--- config.mk ---
export PLATFORM = sky130hd
export DESIGN_NAME = gpdm_top
export DESIGN_NICKNAME = d
export VERILOG_FILES = /design/src/rtl/gpdm_sync.v /design/src/rtl/gpdm_pulse.v /design/src/rtl/gpdm_top.v
export VERILOG_INCLUDE_DIRS = /design/src /design/src/rtl
export SDC_FILE = /design/constraint.sdc
export NUM_CORES = 1
export LEC_CHECK = 0
export ABC_AREA = 1
export BUFFER_PORTS_ARGS = -buffer_cell sky130_fd_sc_hd__clkbuf_2
export CAP_MARGIN = 20
export CORE_ASPECT_RATIO = 1.25
export CORE_MARGIN = 1
export CORE_UTILIZATION = 65
export CTS_CLUSTER_DIAMETER = 60
export DETAILED_ROUTE_END_ITERATION = 8
export GPL_TIMING_DRIVEN = 1
export PLACE_DENSITY = 0.84
export SLEW_MARGIN = 40
export SYNTH_ARGS = -nofsm -noshare
export SYNTH_HDL_FRONTEND = slang
export SYNTH_SLANG_ARGS = --single-unit
--- constraint.sdc ---
create_clock -name mclk_in -period 5.05 [get_ports mclk_in]
set_input_delay 0.2525 -clock mclk_in [delete_from_list [all_inputs] [get_ports mclk_in]]
set_output_delay 0.2525 -clock mclk_in [all_outputs]
set_load 0.02 [all_outputs]
--- src/rtl/gpdm_map.vh ---
`ifndef GPDM_MAP_VH
`define GPDM_MAP_VH

// Register offsets
`define GPDM_REG_PIN2      8'h19
`define GPDM_REG_DMIC      8'h6b
`define GPDM_REG_PIN1      8'h70
`define GPDM_REG_LEVEL     8'h71
`define GPDM_REG_MASK      8'h72
`define GPDM_REG_STAT      8'h73

// Reset value of every control register
`define GPDM_RST_BYTE      8'h00

// Register fields: pin configuration, microphone, mask and level
`define GPDM_FN_MSB        3
`define GPDM_FN_LSB        0
`define GPDM_SRC1_MSB      5
`define GPDM_SRC1_LSB      4
`define GPDM_SRC2_MSB      7
`define GPDM_SRC2_LSB      6
`define GPDM_OSR_MSB       5
`define GPDM_OSR_LSB       4
`define GPDM_EDGE_MSB      5
`define GPDM_EDGE_LSB      4
`define GPDM_EN_MSB        3
`define GPDM_EN_LSB        0
`define GPDM_TRAIN1_BIT    4
`define GPDM_TRAIN2_BIT    5
`define GPDM_OUT1_BIT      0
`define GPDM_OUT2_BIT      1

// Pin function codes
`define GPDM_FN_IN         4'h0
`define GPDM_FN_OUT        4'h1
`define GPDM_FN_CLK        4'h2
`define GPDM_FN_IRQ        4'h3
`define GPDM_FN_IRQ_OR     4'h4

// Oversampling ratio codes
`define GPDM_OSR_128       2'h0
`define GPDM_OSR_64        2'h1
`define GPDM_OSR_32        2'h2

// Capture edge codes
`define GPDM_EDGE_RISE_BIT 0
`define GPDM_EDGE_FALL_BIT 1

// Timing
`define GPDM_CLK_HZ        100000000
`define GPDM_CLK_NS        10
`define GPDM_PULSE_NS      1000
`define GPDM_TRAIN_NS      10000
`define GPDM_REC_FS_HZ     48000

`endif

--- src/rtl/gpdm_sync.v ---
`timescale 1ns/1ps
// Two-stage synchroniser; stage one feeds stage two only
module gpdm_sync #(
  parameter W = 1
) (
  input  wire         mclk_in,
  input  wire         nrst_in,
  input  wire [W-1:0] d_in,
  output wire [W-1:0] q_out
);
  reg [W-1:0] meta_r;
  reg [W-1:0] sync_r;

  // Double flop against metastability
  always @(posedge mclk_in or negedge nrst_in) begin
    if (!nrst_in) begin
      meta_r <= {W{1'b0}};
      sync_r <= {W{1'b0}};
    end else begin
      meta_r <= d_in;
      sync_r <= meta_r;
    end
  end

  assign q_out = sync_r;
endmodule

--- src/rtl/gpdm_pulse.v ---
`timescale 1ns/1ps
// Interrupt indication: one pulse per cause, or a train while the cause stands
module gpdm_pulse #(
  parameter WIDTH_CYC  = 100,
  parameter PERIOD_CYC = 1000,
  parameter CW         = 11
) (
  input  wire mclk_in,
  input  wire nrst_in,
  input  wire cause_in,
  input  wire train_in,
  output wire pulse_out
);
  // Counts are cut to the counter width on purpose; CW must cover PERIOD_CYC
  localparam [31:0]   LAST_W_I = WIDTH_CYC - 1;
  localparam [31:0]   LAST_P_I = PERIOD_CYC - 1;
  localparam [31:0]   WID_I    = WIDTH_CYC;
  localparam [CW-1:0] LAST_W   = LAST_W_I[CW-1:0];
  localparam [CW-1:0] LAST_P   = LAST_P_I[CW-1:0];
  localparam [CW-1:0] WID      = WID_I[CW-1:0];

  reg          cause_d_r;
  reg          active_r;
  reg [CW-1:0] cnt_r;
  reg          pulse_r;
  wire         start;

  assign start = cause_in & ~cause_d_r;

  // Pulse sequencer; a train restarts each period until the cause is cleared
  always @(posedge mclk_in or negedge nrst_in) begin
    if (!nrst_in) begin
      cause_d_r <= 1'b0;
      active_r  <= 1'b0;
      cnt_r     <= {CW{1'b0}};
      pulse_r   <= 1'b0;
    end else begin
      cause_d_r <= cause_in;
      if (start) begin
        active_r <= 1'b1;
        cnt_r    <= {CW{1'b0}};
        pulse_r  <= 1'b1;
      end else if (active_r) begin
        if (!train_in && cnt_r == LAST_W) begin
          active_r <= 1'b0;
          pulse_r  <= 1'b0;
        end else if (train_in && cnt_r == LAST_P) begin
          active_r <= cause_in;
          cnt_r    <= {CW{1'b0}};
          pulse_r  <= cause_in;
        end else begin
          cnt_r   <= cnt_r + 1'b1;
          pulse_r <= (cnt_r + 1'b1) < WID;
        end
      end else begin
        pulse_r <= 1'b0;
      end
    end
  end

  assign pulse_out = pulse_r;
endmodule

--- src/rtl/gpdm_top.v ---
// Notes on behaviour
// - Exactly two pins, function set by registers
// - Input pin level readable by register read
// - Output pin drives programmed high or low
// - Pin may output internal clock or interrupt
// - Events: jack, button, short, gain-loop noise
// - Route one source, or OR of enabled
// - Status register shows which sources fired
// - Single pulse or train until status read
// - Microphone bits stream into decimation filter
// - Oversampling 128, 64 or 32 times rate
// - Mic mode: pin one clock, two data
// - Capture rising, falling or both edges
// - Left sample taken on rising edge
// - Right sample taken on falling edge
// - Mic mode disables analog recording conversion
`timescale 1ns/1ps
`include "gpdm_map.vh"
module gpdm_top #(
  parameter REC_FS_HZ = `GPDM_REC_FS_HZ
) (
  input  wire       mclk_in,
  input  wire       nrst_in,
  input  wire [7:0] reg_addr_in,
  input  wire [7:0] reg_wdata_in,
  input  wire       reg_wr_in,
  input  wire       reg_rd_in,
  output wire [7:0] reg_rdata_out,
  output wire       reg_rvalid_out,
  input  wire       evt_jack_in,
  input  wire       evt_button_in,
  input  wire       evt_short_in,
  input  wire       evt_auto_gain_loop_in,
  input  wire       general_pin_one_in,
  output wire       general_pin_one_out,
  output wire       general_pin_one_oe_n_out,
  input  wire       general_pin_two_in,
  output wire       general_pin_two_out,
  output wire       general_pin_two_oe_n_out,
  output wire       dmic_left_bit_out,
  output wire       dmic_left_valid_out,
  output wire       dmic_right_bit_out,
  output wire       dmic_right_valid_out,
  output wire       adc_analog_off_out
);

  //////////////////////////////////////////////////////////////////////////
  // Timing constants

  localparam PULSE_CYC_I = `GPDM_PULSE_NS / `GPDM_CLK_NS;
  localparam TRAIN_CYC_I = `GPDM_TRAIN_NS / `GPDM_CLK_NS;
  localparam PULSE_CYC   = (PULSE_CYC_I < 1) ? 1 : PULSE_CYC_I;
  localparam TRAIN_CYC   = (TRAIN_CYC_I <= PULSE_CYC) ? PULSE_CYC + 1 : TRAIN_CYC_I;
  // Phase step per cycle for two clock toggles per microphone bit
  localparam [63:0] STEP_128 =
    (64'd256 * REC_FS_HZ * 64'h0000_0001_0000_0000) / `GPDM_CLK_HZ;
  localparam [31:0] STEP_128_W = STEP_128[31:0];
  localparam [31:0] STEP_64_W  = STEP_128[32:1];
  localparam [31:0] STEP_32_W  = STEP_128[33:2];

  //////////////////////////////////////////////////////////////////////////
  // Registers

  reg  [7:0] pin1_cfg_r;
  reg  [7:0] pin2_cfg_r;
  reg  [7:0] dmic_cfg_r;
  reg  [7:0] level_r;
  reg  [7:0] mask_r;
  reg  [3:0] stat_r;
  reg  [3:0] stat_nxt;
  reg  [7:0] rdata_r;
  reg        rvalid_r;
  reg  [7:0] rdata_nxt;
  wire [1:0] pin_sync;
  wire [3:0] fn1;
  wire [3:0] fn2;
  wire [1:0] osr;
  wire [1:0] edge_sel;
  wire       mic_en;
  wire [3:0] events;
  wire       rd_stat;

  assign fn1      = pin1_cfg_r[`GPDM_FN_MSB:`GPDM_FN_LSB];
  assign fn2      = pin2_cfg_r[`GPDM_FN_MSB:`GPDM_FN_LSB];
  assign osr      = pin2_cfg_r[`GPDM_OSR_MSB:`GPDM_OSR_LSB];
  assign edge_sel = dmic_cfg_r[`GPDM_EDGE_MSB:`GPDM_EDGE_LSB];
  assign mic_en   = |edge_sel;
  assign events   = {evt_auto_gain_loop_in, evt_short_in, evt_button_in, evt_jack_in};
  assign rd_stat  = reg_rd_in && (reg_addr_in == `GPDM_REG_STAT);

  gpdm_sync #(
    .W (2)
  ) u_pin_sync (
    .mclk_in (mclk_in),
    .nrst_in (nrst_in),
    .d_in    ({general_pin_two_in, general_pin_one_in}),
    .q_out   (pin_sync)
  );

  always @(posedge mclk_in or negedge nrst_in) begin
    if (!nrst_in) begin
      pin1_cfg_r <= `GPDM_RST_BYTE;
      pin2_cfg_r <= `GPDM_RST_BYTE;
      dmic_cfg_r <= `GPDM_RST_BYTE;
      level_r    <= `GPDM_RST_BYTE;
      mask_r     <= `GPDM_RST_BYTE;
    end else if (reg_wr_in) begin
      case (reg_addr_in)
        `GPDM_REG_PIN1:  pin1_cfg_r <= reg_wdata_in;
        `GPDM_REG_PIN2:  pin2_cfg_r <= reg_wdata_in;
        `GPDM_REG_DMIC:  dmic_cfg_r <= reg_wdata_in;
        `GPDM_REG_LEVEL: level_r    <= reg_wdata_in;
        `GPDM_REG_MASK:  mask_r     <= reg_wdata_in;
        default:         level_r    <= level_r;
      endcase
    end
  end

  // read clears reported bits, a new event in that cycle wins
  always @* begin
    stat_nxt = stat_r;
    if (rd_stat) begin
      stat_nxt = 4'h0;
    end
    stat_nxt = stat_nxt | events;
  end

  // input levels visible through the level register
  always @* begin
    case (reg_addr_in)
      `GPDM_REG_PIN1:  rdata_nxt = pin1_cfg_r;
      `GPDM_REG_PIN2:  rdata_nxt = pin2_cfg_r;
      `GPDM_REG_DMIC:  rdata_nxt = dmic_cfg_r;
      `GPDM_REG_LEVEL: rdata_nxt = {2'h0, pin_sync, 2'h0, level_r[1:0]};
      `GPDM_REG_MASK:  rdata_nxt = mask_r;
      `GPDM_REG_STAT:  rdata_nxt = {4'h0, stat_r};
      default:         rdata_nxt = 8'h00;
    endcase
  end

  // Read data is held until the next read
  always @(posedge mclk_in or negedge nrst_in) begin
    if (!nrst_in) begin
      stat_r   <= 4'h0;
      rdata_r  <= 8'h00;
      rvalid_r <= 1'b0;
    end else begin
      stat_r   <= stat_nxt;
      rvalid_r <= reg_rd_in;
      if (reg_rd_in) begin
        rdata_r <= rdata_nxt;
      end
    end
  end

  assign reg_rdata_out  = rdata_r;
  assign reg_rvalid_out = rvalid_r;

  //////////////////////////////////////////////////////////////////////////
  // Interrupt routing

  wire [3:0] enabled;
  wire       any_cause;
  wire       cause1;
  wire       cause2;
  wire       irq1;
  wire       irq2;

  // single source per pin or OR of enabled ones
  assign enabled   = stat_r & mask_r[`GPDM_EN_MSB:`GPDM_EN_LSB];
  assign any_cause = |enabled;
  assign cause1    = (fn1 == `GPDM_FN_IRQ_OR) ? any_cause :
                     stat_r[pin1_cfg_r[`GPDM_SRC1_MSB:`GPDM_SRC1_LSB]];
  assign cause2    = (fn2 == `GPDM_FN_IRQ_OR) ? any_cause :
                     stat_r[pin2_cfg_r[`GPDM_SRC2_MSB:`GPDM_SRC2_LSB]];

  gpdm_pulse #(
    .WIDTH_CYC  (PULSE_CYC),
    .PERIOD_CYC (TRAIN_CYC),
    .CW         (11)
  ) u_pulse1 (
    .mclk_in   (mclk_in),
    .nrst_in   (nrst_in),
    .cause_in  (cause1),
    .train_in  (mask_r[`GPDM_TRAIN1_BIT]),
    .pulse_out (irq1)
  );

  gpdm_pulse #(
    .WIDTH_CYC  (PULSE_CYC),
    .PERIOD_CYC (TRAIN_CYC),
    .CW         (11)
  ) u_pulse2 (
    .mclk_in   (mclk_in),
    .nrst_in   (nrst_in),
    .cause_in  (cause2),
    .train_in  (mask_r[`GPDM_TRAIN2_BIT]),
    .pulse_out (irq2)
  );

  //////////////////////////////////////////////////////////////////////////
  // Oversampling clock

  reg  [31:0] acc_r;
  reg  [31:0] step;
  reg         mic_clk_r;
  wire [32:0] acc_sum;
  wire        toggle;
  wire        rise_evt;
  wire        fall_evt;

  // phase step follows the programmed ratio; code 3 falls back to 128
  always @* begin
    case (osr)
      `GPDM_OSR_64: step = STEP_64_W;
      `GPDM_OSR_32: step = STEP_32_W;
      default:      step = STEP_128_W;
    endcase
  end

  assign acc_sum  = {1'b0, acc_r} + {1'b0, step};
  assign toggle   = acc_sum[32];
  assign rise_evt = toggle & ~mic_clk_r;
  assign fall_evt = toggle & mic_clk_r;

  // Phase accumulator keeps the average rate exact at the cost of edge jitter
  always @(posedge mclk_in or negedge nrst_in) begin
    if (!nrst_in) begin
      acc_r     <= 32'h0000_0000;
      mic_clk_r <= 1'b0;
    end else begin
      acc_r <= acc_sum[31:0];
      if (toggle) begin
        mic_clk_r <= ~mic_clk_r;
      end
    end
  end

  //////////////////////////////////////////////////////////////////////////
  // Microphone capture

  reg left_bit_r;
  reg left_vld_r;
  reg right_bit_r;
  reg right_vld_r;

  // Data is seen two cycles late through the synchroniser, well inside a half bit
  always @(posedge mclk_in or negedge nrst_in) begin
    if (!nrst_in) begin
      left_bit_r  <= 1'b0;
      left_vld_r  <= 1'b0;
      right_bit_r <= 1'b0;
      right_vld_r <= 1'b0;
    end else begin
      left_vld_r  <= mic_en & rise_evt & edge_sel[`GPDM_EDGE_RISE_BIT];
      right_vld_r <= mic_en & fall_evt & edge_sel[`GPDM_EDGE_FALL_BIT];
      if (mic_en && rise_evt && edge_sel[`GPDM_EDGE_RISE_BIT]) begin
        left_bit_r <= pin_sync[1];
      end
      if (mic_en && fall_evt && edge_sel[`GPDM_EDGE_FALL_BIT]) begin
        right_bit_r <= pin_sync[1];
      end
    end
  end

  // one-bit stream straight to the decimation filter
  assign dmic_left_bit_out    = left_bit_r;
  assign dmic_left_valid_out  = left_vld_r;
  assign dmic_right_bit_out   = right_bit_r;
  assign dmic_right_valid_out = right_vld_r;
  // analog conversion off in mic mode
  assign adc_analog_off_out   = mic_en;

  //////////////////////////////////////////////////////////////////////////
  // Pin drivers

  reg pin1_q_r;
  reg pin1_oe_n_r;
  reg pin2_q_r;
  reg pin2_oe_n_r;
  reg pin1_nxt;
  reg pin1_oe_n_nxt;
  reg pin2_nxt;
  reg pin2_oe_n_nxt;

  // two pins, each muxed by its function code
  always @* begin
    pin1_nxt      = 1'b0;
    pin1_oe_n_nxt = 1'b0;
    case (fn1)
      `GPDM_FN_OUT:    pin1_nxt = level_r[`GPDM_OUT1_BIT];
      `GPDM_FN_CLK:    pin1_nxt = mic_clk_r;
      `GPDM_FN_IRQ:    pin1_nxt = irq1;
      `GPDM_FN_IRQ_OR: pin1_nxt = irq1;
      default:         pin1_oe_n_nxt = 1'b1;
    endcase
    // mic mode takes pin one as clock
    if (mic_en) begin
      pin1_nxt      = mic_clk_r;
      pin1_oe_n_nxt = 1'b0;
    end
  end

  always @* begin
    pin2_nxt      = 1'b0;
    pin2_oe_n_nxt = 1'b0;
    case (fn2)
      `GPDM_FN_OUT:    pin2_nxt = level_r[`GPDM_OUT2_BIT];
      `GPDM_FN_CLK:    pin2_nxt = mic_clk_r;
      `GPDM_FN_IRQ:    pin2_nxt = irq2;
      `GPDM_FN_IRQ_OR: pin2_nxt = irq2;
      default:         pin2_oe_n_nxt = 1'b1;
    endcase
    // mic mode takes pin two as data input
    if (mic_en) begin
      pin2_nxt      = 1'b0;
      pin2_oe_n_nxt = 1'b1;
    end
  end

  // Registered pins avoid glitches from the mux
  always @(posedge mclk_in or negedge nrst_in) begin
    if (!nrst_in) begin
      pin1_q_r    <= 1'b0;
      pin1_oe_n_r <= 1'b1;
      pin2_q_r    <= 1'b0;
      pin2_oe_n_r <= 1'b1;
    end else begin
      pin1_q_r    <= pin1_nxt;
      pin1_oe_n_r <= pin1_oe_n_nxt;
      pin2_q_r    <= pin2_nxt;
      pin2_oe_n_r <= pin2_oe_n_nxt;
    end
  end

  assign general_pin_one_out      = pin1_q_r;
  assign general_pin_one_oe_n_out = pin1_oe_n_r;
  assign general_pin_two_out      = pin2_q_r;
  assign general_pin_two_oe_n_out = pin2_oe_n_r;

endmodule

==> results by group, run 1 <==
Synth
  • Most common cell in the netlist: nand2_1
  • Register bit total from synthesis: 120
  • Synthesized cell area: 7200 um^2
  • FFs w/ async S/R, synth: 100%
  • Post-synth top area share: 41.0%
  • Synth area leaders: dfrtp_1 41%, nand2_1 15%, inv_1 6.4%, nand3_1 5.3%, ha_1 4.5%
  • Ys Warns: 0
  • Synth unique cells: 45
  • Post-synth top cells: 291 x nand2_1, 122 x inv_1, 118 x dfrtp_1
  • Largest area contributor in the netlist: dfrtp_1
  • Mapped Nets: 1,015
  • Ys flop type: dfrtp_1
  • Seq/Total Area, Yosys: a little over two fifths
  • EDFF count, synth: 0
  • Syn Area/Cell: 7.48 um^2
  • Synth Instances: 962

STA
  • Endpoints failing setup: 0
  • Final hold violations: 0
  • FMAX: 389 MHz
  • Slew HR: between 50% and 60%
  • Period utilisation layout: between 50 and 60%
  • Final Slew Violations: 0
  • Final hold slack: 0.0316 ns
  • Setup TNS: 0 ns
  • Actual slew at the worst max-slew pin: 0.640 ns
  • Final min period: roughly 2.6 ns
  • Clk_skew: just under 0.01 ns
  • RSZ-0062 raised after global routing: false

Clocking
  • Clock slew at reported path FFs: 0.06 ns
  • CTS Root Cell: clkbuf_16
  • CTS tree: done
  • Setup Fix Bufs, Post-CTS: 0
  • Clock Sink Count: 120
  • Total CTS buffers: 17
  • Worst-skew pair later-pin latency: 0.42 ns
  • Max clock buf depth: 2
  • H-Tree Depth: 4

Setup path
  • Critical path arrival: 2.88 ns
  • Crit path max fanout: 6
  • R2r startpoint: pin2_cfg_r[4]$_DFFE_PN0P_
  • R2R Setup Slk: ~2.5 ns
  • CP endpoint kind: flop
  • CP required: 5.36 ns
  • Setup CP Type: flop to flop
  • Worst Setup SP: pin2_cfg_r[4]$_DFFE_PN0P_
  • Critical path startpoint category: flop

Min path
  • Hold Crit Start: evt_short_in
  • Min-delay worst type: input pin to flop

Detailed routing
  • Iter 0 DRT Violations: 552
  • Avg WL per Cell: 15.9 um
  • Total Wirelength: ~19 mm
  • DR vias/cell: 5.77
  • # DRC: 0
  • DRT Pass-1 Iters: 6
  • DRT antenna net count: 0
  • Vias: 6,727

Global routing
  • Largest net degree at the start of global routing: 74
  • Vias in the first global route: around 6.7k
  • GRT Overall Usage: between 30% and 40%
  • Global-route wire length before repair: 30.8 mm
  • Total grt overflow: 0
  • Initial antenna violation count: 0

Floorplanning
  • Row count: 42
  • Total core area: 10,700 um^2
  • Die Wd: just under 100 um
  • I/O pins: 44
  • Die Ht: 120 um
  • DIE AREA: 11,500 um^2
  • Starting density of the core: about two thirds

Finish
  • Layout cells sized above 1: about 12%
  • P&R area growth vs syn: 13.5%
  • Diode count: 0
  • Layout Nets: between 1k and 1.5k
  • Layout Cells excl Fill: roughly 1.2k

Power and ir drop
  • Sw Pwr: 1.73 mW
  • Clock power share: 29.1%
  • Register share of total power: between 30% and 40%
  • Lkg Pwr: between 4 and 5 nW
  • Max IR drop VDD: 0.000276 V
  • Gate power share: 38.0%
  • Power per standard cell area: roughly 530 nW/um^2
  • Internal Pwr Total: roughly 2.6 mW
  • Net Sw Frac: between 40% and 50%

Placed design
  • Placed insts: between 1k and 1.5k
  • Routability cong.: approximately 0.95
  • Final HPWL DP: approximately 13 mm
  • Port Buffer Count: 43

Outcome
  • Status: complete, no violations

Flow run
  • Max cap viols: 0
[power by group through the flow]
stage | logic, mW | clock network, mW | registers, mW
floorplan | 1.23 | 0 | 1.36
global placement | 1.54 | 0 | 1.41
detailed placement | 1.58 | 0 | 1.42
CTS | 1.61 | 1.25 | 1.41
global route | 1.85 | 1.29 | 1.44
finish | 1.63 | 1.25 | 1.41
[through the flow]
step	total power, mW	cell area, um^2	utilization [%]	setup slack (ns)
3_3_place_gp	2.95	7520	70.5	2.62
4_1_cts	4.26	8170	76.5	2.49
5_1_grt	4.58	8170	76.5	2.16
2_1_floorplan	2.59	7200	-	2.84
3_5_place_dp	2.99	7530	70.6	2.51
6_report	4.29	8170	76.5	2.48
[worst max-delay path, cell delays in order (launching register included)]
cell and delay [ns]:
dfrtp_1 0.36, inv_1 0.09, ha_1 0.44, inv_1 0.18
ha_1 0.43, nand2_2 0.14, nor2_4 0.14, nand2_1 0.07
nor3b_2 0.15, nand2_1 0.08, nand2_2 0.15, nand3_2 0.10
nand2_1 0.09, nand2_1 0.05
[final timing paths]
path / end / cells after the start
max: dmic_left_bit_out$_DFFE_PN0P_ / 13
max reg2reg: dmic_left_bit_out$_DFFE_PN0P_ / 13
max in group asynchronous: reg_rdata_out[3]$_DFFE_PN0P_ / 3
min: stat_r[2]$_DFF_PN0_ / 2
min reg2reg: u_pin_sync.q_out[0]$_DFF_PN0_ / 0
min in group asynchronous: acc_r[4]$_DFF_PN0_ / 2
[state kept, by name (all words and copies together), names as in the netlist, 2 cells and up]
name	cells
u_pin_sync.meta_r	2
acc_r	32
mask_r	8
u_pulse2.cnt_r	11
pin2_cfg_r	8
level_r	2
dmic_cfg_r	8
pin1_cfg_r	8
u_pulse1.cnt_r	11
u_pin_sync.q_out	2
reg_rdata_out	8
stat_r	4
[metal layers]
layer	wire length, um	up-vias	global-route usage (%)
met5	0	-	0
met4	1040	0	21.5
met3	1030	90	7.67
met2	9550	291	59.6
met1	6970	3096	40.2
li1	-	3250	-
[layout by cell type (no fill, tap or decap), types with 4 or more instances in the layout]
| master | n |
|---|---|
| nand3_2 | 5 |
| o21bai_1 | 12 |
| o22ai_1 | 10 |
| clkbuf_16 | 17 |
| inv_2 | 7 |
| clkbuf_2 | 42 |
| nor3_2 | 4 |
| ha_1 | 26 |
| inv_1 | 122 |
| a21oi_1 | 36 |
| dfrtp_1 | 118 |
| nand3_1 | 76 |
| nand2_1 | 291 |
| o211ai_1 | 4 |
| nand2_2 | 11 |
| nor3_1 | 17 |
| clkinv_2 | 4 |
| o21ai_1 | 24 |
| nor2_1 | 72 |
| nand4_1 | 17 |
| xor2_1 | 23 |
| o21ai_0 | 45 |
[kinds of logic after synthesis]
logic type	after synthesis	share of synthesized area [%]
buffers and inverters	136	7.58
flip-flops	120	41.8
XOR/XNOR	24	2.92
AND/OR/NAND/NOR	514	32.0
AO/OA/AOI/OAI	141	11.0
adder cells (fa/ha/maj)	27	4.80
[final cells by class]
class | count | area (um^2)
multi-input combinational | 706 | 3640
sequential | 120 | 3010
fill | 824 | 2500
inverter | 129 | 484
clock buffer | 20 | 457
timing repair buffer | 47 | 259
tap | 132 | 165
clock inverter | 12 | 150
[repair_timing]
item,CTS,global route
hold endpoints to repair,72,0
hold buffers,3,0
gates resized for setup,0,0
No activity file was read; power rests on OpenSTA's default activity.
==> inputs of run 2 (changes only) <==
--- a/config.mk
+++ b/config.mk
@@ -11,11 +11,11 @@
 export CAP_MARGIN = 20
 export CORE_ASPECT_RATIO = 1.25
 export CORE_MARGIN = 1
-export CORE_UTILIZATION = 65
+export CORE_UTILIZATION = 56
 export CTS_CLUSTER_DIAMETER = 60
 export DETAILED_ROUTE_END_ITERATION = 8
 export GPL_TIMING_DRIVEN = 1
-export PLACE_DENSITY = 0.84
+export PLACE_DENSITY = 0.77
 export SLEW_MARGIN = 40
 export SYNTH_ARGS = -nofsm -noshare
 export SYNTH_HDL_FRONTEND = slang
==> constraint.sdc (replaced) <==
create_clock -name mclk_in -period 2.35 [get_ports mclk_in]
set_input_delay 0.1175 -clock mclk_in [delete_from_list [all_inputs] [get_ports mclk_in]]
set_output_delay 0.1175 -clock mclk_in [all_outputs]
set_load 0.02 [all_outputs]
==> results by group, run 2 (same netlist as run 1, synthesis figures left out) <==
Detailed routing
  • # DRC: 0
  • Total Wirelength: 19.5 mm
  • DR vias/cell: approximately 5.6
  • DRT antenna net count: 0
  • Avg WL per Cell: 15.9 um
  • Iter 0 DRT Violations: 500
  • DRT Pass-1 Iters: 6
  • Vias: around 6.8k

Floorplanning
  • Die Wd: 103 um
  • Die Ht: 129 um
  • Total core area: 12,300 um^2
  • DIE AREA: between 10,000 and 15,000 um^2
  • Row count: 45
  • Starting density of the core: 58.4%
  • I/O pins: 44

Finish
  • Layout Nets: 1,101
  • Layout cells sized above 1: 16.1%
  • Most common cell after layout, fill and taps aside: nand2_1
  • Diode count: 0
  • Design Area, Final: between 8000 and 9000 um^2
  • Layout Cells excl Fill: between 1k and 1.5k
  • P&R area growth vs syn: 19.6%
  • Max FFs per register: 32
  • Post-Route Utilization: 69.8%
  • Biggest register: acc_r
  • Top flop regs: acc_r x32, u_pulse1.cnt_r x11, u_pulse2.cnt_r x11
  • Commonest cells after routing, fill and taps aside: 283 x nand2_1, 118 x inv_1, 118 x dfrtp_1

STA
  • FMAX: 426 MHz
  • Final hold violations: 0
  • Period utilisation layout: 99.8%
  • Slew HR: ~48%
  • Setup TNS: 0 ns
  • Final min period: 2.35 ns
  • Final hold slack: around 0.12 ns
  • Actual slew at the worst max-slew pin: 0.767 ns
  • Final Slew Violations: 0
  • Clk_skew: just over 0.007 ns
  • Setup ws final: 0.00382 ns
  • Endpoints failing setup: 0

Setup path
  • CP endpoint kind: flop
  • Slowest Stage Delay on Critical Path: roughly 0.4 ns
  • Critical path startpoint category: flop
  • Setup CP Type: flop to flop
  • CP required: 2.66 ns
  • Critical Path, Cell by Cell: buf_4 > ha_4 > inv_2 > ha_4 > nand2_2 > nor3_4 > nand3_1 > nor3b_1 > nand2_1 > nand3_1 > nand2_1
  • Crit path max fanout: 6
  • Critical-path top delay cell: dfrtp_1
  • Critical path arrival: 2.66 ns

Global routing
  • Initial antenna violation count: 0
  • Vias in the first global route: 6,533
  • GRT Overall Usage: a little under a third
  • Global-route wire length before repair: 30.5 mm
  • Total grt overflow: 0
  • Largest net degree at the start of global routing: just over 60

Clocking
  • Max clock buf depth: 2
  • Clock slew at reported path FFs: 0.06 ns
  • Worst-skew pair later-pin latency: 0.43 ns
  • CTS tree: done
  • Clock Sink Count: 120
  • CTS Root Cell: clkbuf_16
  • Total CTS buffers: 17
  • H-Tree Depth: 4

Placed design
  • Placed insts: roughly 1.2k
  • Worst slack at placement: -0.00710 ns
  • Port Buffer Count: 43
  • Final HPWL DP: 13.7 mm
  • Routability cong.: around 0.98
  • Post-DP Area: 7630 um^2

Min path
  • Min-delay worst type: input pin to flop

Power and ir drop
  • Lkg Pwr: approximately 4.3 nW
  • Total Power: 9.50 mW
  • Power per standard cell area: around 1100 nW/um^2
  • Max IR drop VDD: 0.000582 V

Flow run
  • Max cap viols: 0

Outcome
  • Status: complete, no violations
==> run 2: layout make-up <==
cell class / instances / area, um^2
multi-input cells: 706 / 3870
fillers: 965 / 3720
flip-flops and latches: 120 / 3010
repair buffers: 74 / 507
inverters: 129 / 484
clock buffers: 21 / 460
well taps: 164 / 205
clock inverters: 11 / 76.3
==> run 2: report_power, final <==
group	total, mW	switching [mW]	leakage (nW)	internal (mW)
Combinational	4.03	2.46	2.58	1.57
Sequential	3.10	0.528	1.47	2.57
Clock	2.37	0.975	0.255	1.39
Total	9.50	3.96	4.30	5.53
==> run 2: repair_timing <==
item / in CTS / in global routing
resized for setup: 3 / 45
gates cloned: 0 / 0
pin swaps: 0 / 7
buffers inserted: 0 / 7
setup endpoints to repair: 8 / 21
endpoints found under the hold margin: 64 / 0
hold buffers: 16 / 0
==> run 2: final timing paths <==
path                                                start                                  to  slack, ns  depth (start not counted)
max                             pin2_cfg_r[5]$_DFFE_PN0P_                 acc_r[30]$_DFF_PN0_      0.004                         11
min reg2reg                u_pin_sync.meta_r[1]$_DFF_PN0_       u_pin_sync.q_out[1]$_DFF_PN0_       0.35                          0
max reg2reg                     pin2_cfg_r[5]$_DFFE_PN0P_                 acc_r[30]$_DFF_PN0_      0.004                         11
min in group asynchronous                         nrst_in                 acc_r[14]$_DFF_PN0_       0.22                          2
max in group asynchronous                         nrst_in  general_pin_one_oe_n_out$_DFF_PN1_       1.38                          3
min                                             reg_wr_in              level_r[0]$_DFFE_PN0P_       0.12                          3
==> run 2: worst max-delay path, delay by kind of cell (launching register included) <==
kind | cells | cell delay (ns)
AND/OR/NAND/NOR | 7 | 0.99
buffers and inverters | 2 | 0.24
adder cells (fa/ha/maj) | 2 | 0.59
flip-flops | 1 | 0.41
==> run 2: layer usage <==
metal	vias to the layer above	track usage [%]	wire, um	part of all wire, %
met5	-	0	0	0
met4	0	12.4	690	3.5
met3	65	7.60	1150	5.9
met2	278	51.1	9930	51
met1	3180	36.8	7740	40
li1	3312	-	-	-
